==> src/pkg/pci_wide_cfg.svh <==
// Purpose: Constants for the 32-bit PCI target with a 64-bit local side
// Assumes: Memory commands only; slow device-select timing
// Notes:   Window bases are plain defaults, change per board
`ifndef PCI_WIDE_CFG_SVH
`define PCI_WIDE_CFG_SVH

`define PCI_AD_W        32
`define LOCAL_DATA_W    64
`define PCI_CMD_W       4
`define BAR_COUNT       2
`define BAR0_BASE       32'h1000_0000
`define BAR1_BASE       32'h2000_0000
`define BAR_SIZE_MASK   32'hfff0_0000
`define CMD_MEM_READ    4'h6
`define CMD_MEM_WRITE   4'h7
`define CMD_DIR_BIT     0
`define QWORD_SEL_BIT   2
`define HALF_LO_MSB     31
`define HALF_HI_LSB     32
`define AHEAD_LIMIT     2'h2
`define AHEAD_ONE       2'h1

`endif

==> src/pkg/pci_wide_pkg.sv <==
// Purpose: Types for the 32-bit PCI target with a 64-bit local side
// Assumes: pci_wide_cfg.svh supplies the widths
// Notes:   All block state lives in one packed struct
`include "pci_wide_cfg.svh"

package pci_wide_pkg;

  typedef enum logic [2:0] {
    ST_IDLE   = 3'h0,
    ST_DECODE = 3'h1,
    ST_HIT    = 3'h3,
    ST_DATA   = 3'h2,
    ST_TURN   = 3'h6,
    ST_DONE   = 3'h7,
    ST_MISS   = 3'h5
  } tgt_state_e;

  typedef struct packed {
    tgt_state_e                    fsm;
    logic [`PCI_AD_W-1:0]          addr;
    logic [`PCI_CMD_W-1:0]         cmd;
    logic                          is_read;
    logic [`BAR_COUNT-1:0]         bar_hit;
    logic                          devsel_n;
    logic                          devsel_oe;
    logic                          trdy_n;
    logic                          trdy_oe;
    logic [`PCI_AD_W-1:0]          ad_out;
    logic                          ad_oe;
    logic                          lo_n;
    logic                          hi_n;
    logic [`LOCAL_DATA_W-1:0]      wdata;
    logic                          drive_half;
    logic                          rdy_seen;
    logic                          started;
    logic [1:0]                    ahead;
  } tgt_regs_s;

endpackage : pci_wide_pkg

==> src/hw/pci_target_wide_local_adapter.sv <==
// Purpose: PCI target width adapter, 32-bit PCI bus to 64-bit local back-end
// Assumes: PCI pins are synchronous to core_clk_i (the PCI clock); memory commands only
// Notes:   Slow device-select timing; local strobes and ready are active low
`timescale 1ns/1ps
`include "pci_wide_cfg.svh"

// Overview of operation
// - Aligned read: low-half strobe one cycle after local ready seen.
// - Unaligned read: high-half strobe one cycle after local ready seen.
// - Read data DWORD sits on AD while target and initiator ready are both low.
// - Aligned read first phase: drop low strobe, raise high strobe if initiator and local ready.
// - Unaligned read: target ready after two ready cycles, upper DWORD driven.
// - Unaligned read: drop high strobe; low strobe if initiator and local ready.
// - Second read phase keeps target ready and drives the second DWORD.
// - At turnaround release AD, deassert device select and target ready.
// - Idle cycle: release device select and target ready, clear hits and strobes.
// - Clock after address phase: drive decoded address and command locally.
// - Address match drives BAR-hit outputs in the following clock.
// - Device select asserted one clock after BAR-hit.
// - Write: target ready the cycle after local ready.
// - Aligned write: first DWORD to low half, low strobe after completion.
// - Unaligned write: DWORD to high half, high strobe when all three ready.
// - QWORD-aligned start means low half first, otherwise high half first.
module pci_target_wide_local_adapter
  import pci_wide_pkg::*;
(
  input  wire logic                     core_clk_i,
  input  wire logic                     sys_rst_i,
  input  wire logic                     frame_low_i,
  input  wire logic                     irdy_low_i,
  input  wire logic [`PCI_AD_W-1:0]     ad_i,
  input  wire logic [`PCI_CMD_W-1:0]    cbe_low_i,
  output logic      [`PCI_AD_W-1:0]     ad_o,
  output logic                          ad_oe_o,
  output logic                          devsel_low_o,
  output logic                          devsel_oe_o,
  output logic                          trdy_low_o,
  output logic                          trdy_oe_o,
  input  wire logic                     local_target_ready_low_i,
  input  wire logic [`LOCAL_DATA_W-1:0] local_read_data_i,
  output logic      [`LOCAL_DATA_W-1:0] local_write_data_bus_o,
  output logic      [`PCI_AD_W-1:0]     decoded_local_address_o,
  output logic      [`PCI_CMD_W-1:0]    decoded_local_command_o,
  output logic      [`BAR_COUNT-1:0]    bar_hit_o,
  output logic                          low_half_transfer_strobe_low_o,
  output logic                          high_half_transfer_strobe_low_o
);

  tgt_regs_s state_reg;
  tgt_regs_s state_next;

  function automatic logic bar_match(input logic [`PCI_AD_W-1:0] a,
                                     input logic [`PCI_AD_W-1:0] base);
    bar_match = ((a & `BAR_SIZE_MASK) == (base & `BAR_SIZE_MASK));
  endfunction : bar_match

  function automatic logic [`PCI_AD_W-1:0] pick_half(input logic [`LOCAL_DATA_W-1:0] q,
                                                     input logic hi);
    pick_half = hi ? q[`LOCAL_DATA_W-1:`HALF_HI_LSB] : q[`HALF_LO_MSB:0];
  endfunction : pick_half

  localparam logic [`PCI_AD_W-1:0] BAR_BASES [`BAR_COUNT] = '{`BAR0_BASE, `BAR1_BASE};

  logic                  rdy;
  logic                  irdy;
  logic                  frame;
  logic                  phase_done;
  logic                  last_done;
  logic                  next_half;
  logic [`BAR_COUNT-1:0] hits;

  // Polarity is flipped once here so the rest reads in positive sense
  assign rdy        = !local_target_ready_low_i;
  assign irdy       = !irdy_low_i;
  assign frame      = !frame_low_i;
  assign phase_done = (state_reg.fsm == ST_DATA) && irdy && !state_reg.trdy_n;
  assign last_done  = phase_done && !frame;
  assign next_half  = phase_done ? !state_reg.drive_half : state_reg.drive_half;

  genvar gi;
  generate
    for (gi = 0; gi < `BAR_COUNT; gi++) begin : g_bar
      assign hits[gi] = bar_match(state_reg.addr, BAR_BASES[gi]);
    end
  endgenerate

  always_comb begin
    state_next         = state_reg;
    // Strobes are single-cycle pulses unless re-raised below
    state_next.lo_n    = 1'b1;
    state_next.hi_n    = 1'b1;
    case (state_reg.fsm)
      ST_IDLE: begin
        if (frame) begin
          // Address and command latched here show up locally next clock
          state_next.addr       = ad_i;
          state_next.cmd        = cbe_low_i;
          state_next.is_read    = !cbe_low_i[`CMD_DIR_BIT];
          state_next.drive_half = ad_i[`QWORD_SEL_BIT];
          state_next.fsm        = ST_DECODE;
        end
      end
      ST_DECODE: begin
        if ((hits != '0) &&
            ((state_reg.cmd == `CMD_MEM_READ) || (state_reg.cmd == `CMD_MEM_WRITE))) begin
          state_next.bar_hit = hits;
          state_next.fsm     = ST_HIT;
        end else begin
          state_next.fsm = ST_MISS;
        end
      end
      ST_HIT: begin
        state_next.devsel_n  = 1'b0;
        state_next.devsel_oe = 1'b1;
        state_next.trdy_n    = 1'b1;
        state_next.trdy_oe   = 1'b1;
        state_next.ad_oe     = state_reg.is_read;
        state_next.rdy_seen  = 1'b0;
        state_next.started   = 1'b0;
        state_next.ahead     = 2'h0;
        state_next.fsm       = ST_DATA;
      end
      ST_DATA: begin
        state_next.rdy_seen = rdy;
        if (state_reg.is_read) begin
          // AD follows the local bus every cycle, so it is valid when TRDY drops
          state_next.ad_out = pick_half(local_read_data_i, next_half);
          if (!state_reg.trdy_n) begin
            state_next.trdy_n = 1'b0;
          end else if (rdy && state_reg.rdy_seen) begin
            state_next.trdy_n = 1'b0;
          end
          if (rdy && !state_reg.started) begin
            state_next.started = 1'b1;
            state_next.ahead   = `AHEAD_ONE;
            state_next.lo_n    = state_reg.drive_half;
            state_next.hi_n    = !state_reg.drive_half;
          end else if (state_reg.started && irdy && rdy && frame &&
                       (state_reg.ahead < `AHEAD_LIMIT)) begin
            // Two QWORD halves fetched ahead at most; the other half is already held
            state_next.ahead = phase_done ? state_reg.ahead : state_reg.ahead + `AHEAD_ONE;
            state_next.lo_n  = !state_reg.drive_half ? 1'b1 : 1'b0;
            state_next.hi_n  = state_reg.drive_half ? 1'b1 : 1'b0;
          end else if (phase_done && (state_reg.ahead != 2'h0)) begin
            state_next.ahead = state_reg.ahead - `AHEAD_ONE;
          end
        end else begin
          if (!state_reg.trdy_n || rdy) begin
            state_next.trdy_n = 1'b0;
          end
          if (phase_done) begin
            if (state_reg.drive_half) begin
              state_next.wdata[`LOCAL_DATA_W-1:`HALF_HI_LSB] = ad_i;
              state_next.hi_n = !rdy;
            end else begin
              state_next.wdata[`HALF_LO_MSB:0] = ad_i;
              state_next.lo_n = 1'b0;
            end
          end
        end
        if (phase_done) begin
          state_next.drive_half = !state_reg.drive_half;
        end
        if (last_done) begin
          // Drive high for one cycle before release, as PCI wants
          state_next.ad_oe    = 1'b0;
          state_next.devsel_n = 1'b1;
          state_next.trdy_n   = 1'b1;
          state_next.fsm      = ST_TURN;
        end
      end
      ST_TURN: begin
        state_next.devsel_oe = 1'b0;
        state_next.trdy_oe   = 1'b0;
        state_next.bar_hit   = '0;
        state_next.fsm       = ST_DONE;
      end
      ST_DONE: begin
        state_next.fsm = ST_IDLE;
      end
      ST_MISS: begin
        // Not ours: wait until the bus goes idle before watching again
        if (!frame && !irdy) begin
          state_next.fsm = ST_IDLE;
        end
      end
      default: begin
        state_next.fsm = ST_IDLE;
      end
    endcase
  end

  always_ff @(posedge core_clk_i or posedge sys_rst_i) begin
    if (sys_rst_i) begin
      state_reg            <= '0;
      state_reg.fsm        <= ST_IDLE;
      state_reg.devsel_n   <= 1'b1;
      state_reg.trdy_n     <= 1'b1;
      state_reg.lo_n       <= 1'b1;
      state_reg.hi_n       <= 1'b1;
    end else begin
      state_reg <= state_next;
    end
  end

  assign ad_o                            = state_reg.ad_out;
  assign ad_oe_o                         = state_reg.ad_oe;
  assign devsel_low_o                    = state_reg.devsel_n;
  assign devsel_oe_o                     = state_reg.devsel_oe;
  assign trdy_low_o                      = state_reg.trdy_n;
  assign trdy_oe_o                       = state_reg.trdy_oe;
  assign local_write_data_bus_o          = state_reg.wdata;
  assign decoded_local_address_o         = state_reg.addr;
  assign decoded_local_command_o         = state_reg.cmd;
  assign bar_hit_o                       = state_reg.bar_hit;
  assign low_half_transfer_strobe_low_o  = state_reg.lo_n;
  assign high_half_transfer_strobe_low_o = state_reg.hi_n;

endmodule : pci_target_wide_local_adapter

==> config.mk <==
export PLATFORM = sky130hd
export DESIGN_NAME = pci_target_wide_local_adapter
export DESIGN_NICKNAME = d
export VERILOG_FILES = /design/src/pkg/pci_wide_pkg.sv /design/src/hw/pci_target_wide_local_adapter.sv
export VERILOG_INCLUDE_DIRS = /design/src /design/src/pkg
export SDC_FILE = /design/constraint.sdc
export NUM_CORES = 1
export LEC_CHECK = 0
export BUFFER_PORTS_ARGS = -buffer_cell sky130_fd_sc_hd__buf_2
export CAP_MARGIN = 10
export CORE_MARGIN = 10
export CORE_UTILIZATION = 40
export CTS_BUF_LIST = sky130_fd_sc_hd__clkbuf_16
export CTS_CLUSTER_SIZE = 8
export DETAILED_ROUTE_END_ITERATION = 12
export PLACE_DENSITY = 0.66
export SETUP_SLACK_MARGIN = 0.2
export SLEW_MARGIN = 40
export SYNTH_ARGS = -nofsm -noshare
export SYNTH_HDL_FRONTEND = slang
export SYNTH_SLANG_ARGS = --single-unit
==> constraint.sdc <==
create_clock -name core_clk_i -period 8.95 [get_ports core_clk_i]
set_clock_uncertainty 0.05 [all_clocks]
set_input_delay 0 -clock core_clk_i [delete_from_list [all_inputs] [get_ports core_clk_i]]
set_output_delay 0 -clock core_clk_i [all_outputs]
set_load 0.02 [all_outputs]
== Yosys cells after proc, flatten, opt, wreduce, memory -nomap -nowiden ==
Cells that the tools add are included.

* Flip-flop bits (word level): 149
* Output and inout port bits: 141
* Logic and storage cells: 120

* Add/subtract/negate cells: 2
* Magnitude comparators: 1
* Eq/ne operators: 18
* Muxes and demuxes: 39
* Bitwise operators: 3
* Reductions and logical operators: 39

{| class="wikitable"
|+ Operator list
! kind !! count
|-
| $mux W66 || 2
|-
| $mux W32 || 2
|-
| $mux W64 || 1
|-
| $mux W40 || 1
|-
| $mux W33 || 1
|-
| $pmux W3 S6 || 1
|-
| $mux W2 || 8
|-
| $eq A12 B10 Y1 const B || 1
|-
| $eq A12 B9 Y1 const B || 1
|-
| $logic_and A1 B1 Y1 || 12
|-
| $mux W1 || 12
|-
| $mux W3 || 4
|-
| $reduce_and A2 Y1 || 6
|-
| $reduce_and A4 Y1 || 3
|-
| $reduce_bool A2 Y1 || 6
|-
| $ne A2 B2 Y1 const B || 5
|-
| $pmux W1 S2 || 5
|-
| $eq A4 B3 Y1 const B || 2
|-
| $pmux W4 S2 || 1
|-
| $logic_not A1 Y1 || 7
|-
| $eq A3 B2 Y1 const B || 2
|-
| $eq A3 B3 Y1 const B || 2
|-
| $reduce_and A3 Y1 || 2
|-
| $ne A4 B1 Y1 const B || 1
|-
| other kinds (11) || 14
|}

== Depth between registers and ports, before layout ==
* Depth in word-level cells: 9
* Gate-level depth with buffers: 8

== Worst setup path before layout ==
OpenSTA, ideal clock, no wires.

* Kind: register to register
* From: reg state_reg[147] (netlist bit)
* To: reg state_reg, in the netlist ad_o[0]
* Setup time: 0.126 ns
* Arrival time: 2.236 ns
* Required time: 8.774 ns
* Slack: 6.538 ns
* Stages on the path, launching flop included: 8
* Period minus slack after synthesis: 2.412 ns
* Cell sequence: dfrtp_1 -> or4b_4 -> nor2_1 -> ha_1 -> clkbuf_1 -> clkbuf_1 -> mux2i_1 -> a21oi_1

* Longest elaborated chain between the ends: 5
* Elaborated cells between the ends (all ways): 6
* Those cells by class: 1 x eq/ne; 2 x mux; 3 x reduce/logical

{| class="wikitable"
|+ Ends and longest elaborated chain
! element !! line !! text
|-
| start, declared || pci_target_wide_local_adapter.sv:49 || <nowiki>tgt_regs_s state_reg;</nowiki>
|-
| start signal, assigned || pci_target_wide_local_adapter.sv:202 || <nowiki>state_reg <= state_next;</nowiki>
|-
| $eq A3 B2 Y1 (*) || pci_target_wide_local_adapter.sv:76, pci_target_wide_local_adapter.sv:92 ||
|-
| $logic_and A1 B1 Y1 (2 in a row) || pci_target_wide_local_adapter.sv:76 || <nowiki>assign phase_done = (state_reg.fsm == ST_DATA) && irdy && !state_reg.trdy_n;</nowiki>
|-
| $mux W1 || - ||
|-
| $mux W32 || pci_target_wide_local_adapter.sv:59 || <nowiki>pick_half = hi ? q[`LOCAL_DATA_W-1:`HALF_HI_LSB] : q[`HALF_LO_MSB:0];</nowiki>
|}

Every way passes the cells marked *; elsewhere a longest branch is shown, timed or not.
A chain may end at the register's enable or synchronous reset.

== Final worst setup path ==
* From: reg state_reg[148] (netlist bit)
* To: reg state_reg, in the netlist ad_o[10]

Same word-level chain as after synthesis.

==> impl_metrics.csv <==
group,metric,value,unit
finish,diodes,0,
timing,setup_slack,5731,ps
timing,setup_tns,0,ps
global_route,grt_max_degree,78,
global_route,antenna_found_initial,0,
critical_path,cp.required,9190,ps
routing,routedWlPerCell,18.46,um
global_route,overflow,0,
critical_path,worstRegToRegCells,6,
floorplan,die-height,154.1,um
routing,firstDrtPassIters,4,
critical_path,crit_start,"state_reg[148]",
yosys,synth_most_common_cell,"dfrtp_1",
critical_path,critPathLaunchType,"flop",
yosys,ys_top_cells_by_count,"dfrtp_1, buf_4, mux2_2",
yosys,ys_seq_elements,149,
clock_tree,clock_sinks,149,
power,power_leakage,0.004582,uW
finish,fillers,1474,
routing,drt-total-wl,19360,um
clock_tree,cts_buffer_depth,2,
finish,layout.nets,917,
power,pwr-share-comb,0.281,
timing,rsz0062_at_grt,"no",
clock_tree,cts_root_buf,"clkbuf_16",
placed_design,dp_hpwl,12610,um
routing,antenna_left,0,
worst_hold_path,hp-class,"input port to flop",
critical_path,r2r_start,"state_reg[148]",
timing,tightest_slew,711.1,ps
timing,timing.slew.headroom,0.5259,
global_route,grt_pass1_wl,31000,um
yosys,syn_inst,601,
finish,drive_gt1_frac,0.4721,
power,ir_drop,0.1566,mV
yosys,synth_seq_area_share,0.5194,
power,powerDensity,236.3,mW/mm^2
timing,fin_crit_sh,0.3597,
yosys,synth_top_area_cell,"dfrtp_1",
power,power.clock.fraction,0.328,
floorplan,io_pins,246,
outcome,run_status,"completed",
floorplan,coreArea,0.01748,sq mm
floorplan,dieArea,0.02373,sq mm
clock_tree,numCtsBuffers,17,
routing,drc,0,
power,p_total,2183,uW
yosys,synth_area_per_cell,11.96,sq um
yosys,synth_top_area_frac,0.5048,
routing,vias_per_cell,4.788,
critical_path,cp.arrival,3460,ps
placed_design,gp_congestion,0.7902,
yosys,syn_nets,707,
finish,largest_reg_flops,64,
worst_hold_path,min-delay-start,"frame_low_i",
power,p_int,1500,uW
yosys,synth_edf_count,0,
yosys,synth_ff_type,"dfrtp_1",
global_route,grt_usage,0.1610,
yosys,synthTopCellsByArea,"dfrtp_1, mux2_2, buf_4",
clock_tree,post-cts-setup-buffers,0,
timing,hold_viol_final,0,
clock_tree,cts.repair.resized,0,
timing,fin_crit,3219,ps
critical_path,cp-end-kind,"flop",
yosys,async_flop_share,1.000,
power,seqPwrFrac,0.391,
critical_path,crit_type,"flop to flop",
routing,num_vias,5023,
power,power_switching,682.9,uW
floorplan,die_w,154.1,um
critical_path,crit_fanout,33,
clock_tree,clkLatencyLatePin,420,ps
worst_hold_path,hold_depth,4,
routing,drt_iter0_drc,193,
global_route,grt_pass1_vias,5547,
finish,synthToLayoutAreaGrowth,28.53,%
yosys,netlist_area,0.007188,sq mm
clock_tree,path_clk_slew,60,ps
timing,final-setup-viol-count,0,
placed_design,dp_slack,6156,ps
critical_path,rrSetupSlack,5730,ps
timing,finalMaxSlewViolations,0,
placed_design,numPortBuffers,245,
clock_tree,htreeDepth,4,
yosys,synth_cell_type_count,44,
floorplan,rows,48,
floorplan,start_util,0.4113,
yosys,ys_warn_count,0,
flow_run,cap_violations,0,
clock_tree,cts_tree,"yes",
power,swShare,0.3128,
timing,fmax,0.3106,GHz
## what timing repair did
item	in CTS	in global routing
hold buffers	103	0
endpoints found under the setup margin	0	0
hold endpoints to repair	208	0
## power groups by stage
stage	Sequential, uW	Clock (uW)	Combinational, uW
2_1_floorplan	826	0	491
3_3_place_gp	859	0	516
3_5_place_dp	864	0	526
4_1_cts	853	736	612
5_1_grt	870	764	659
6_report	852	716	614
## path summary, 6_finish.rpt
path | end
max | ad_o[10]
min | devsel_low_o
max reg2reg | ad_o[10]
min reg2reg | state_reg[3]
max in group asynchronous | ad_o[25]
min in group asynchronous | local_write_data_bus_o[52]
## cells in the final DEF, fill, tap and decap left out, types with 3 or more instances in the layout
| master | n |
|---|---|
| a211oi_1 | 4 |
| a21boi_0 | 4 |
| a21oi_1 | 40 |
| buf_2 | 245 |
| buf_4 | 4 |
| bufinv_16 | 3 |
| clkbuf_16 | 17 |
| clkinv_1 | 4 |
| dfrtp_1 | 145 |
| dfstp_2 | 4 |
| dlygate4sd3_1 | 103 |
| inv_1 | 8 |
| inv_6 | 3 |
| mux2_2 | 99 |
| mux2i_1 | 32 |
| nand2_1 | 9 |
| nand3_1 | 4 |
| nor2_1 | 40 |
| nor3_1 | 3 |
| nor4_1 | 4 |
| o21ai_0 | 12 |
## worst max-delay path, cell delays in order (launching register included)
cell and delay [ps]:
dfrtp_1 640, or4b_4 560, nor2_1 220, ha_4 550, mux2i_1 180, dlygate4sd3_1 590
a21oi_1 270
## through the flow
stage               instances    util  instance area (sq um)  hold slack (ps)
floorplan                 601       -                   7188            35.13
global placement          913  0.4346                   7596            101.0
detailed placement        914  0.4359                   7619            101.4
CTS                      1049  0.5286                   9239            25.71
global route             1049  0.5286                   9239            53.03
finish                   1049  0.5286                   9239            50.76
## routing by layer
layer	track usage	part of all wire	vias up
met4	0.05263	0.013	0
met5	0	0	-
li1	-	-	2355
met2	0.2539	0.46	227
met3	0.07225	0.10	18
met1	0.1917	0.42	2423
## cell type report
cell class / instances / area (sq um) / share of cell area
Sequential cell: 149 / 3734 / 0.4041
Multi-Input combinational cell: 282 / 2301 / 0.2491
Timing Repair Buffer: 353 / 2298 / 0.2488
Clock buffer: 17 / 425.4 / 0.04605
Tap cell: 225 / 281.5 / 0.03047
Clock inverter: 15 / 163.9 / 0.01774
Inverter: 8 / 35.03 / 0.003792
## cell families after synthesis
logic type / count (synthesis) / synth area share
muxes: 131 / 0.1997
adders and majority gates: 1 / 0.001740
AOI/OAI and AO/OA: 71 / 0.05744
and+or+nand+nor: 78 / 0.05674
DFF: 149 / 0.5194
buffers and inverters: 170 / 0.1638
xor gates and xnor gates: 1 / 0.001219
Power figures use the tool's default switching activity.
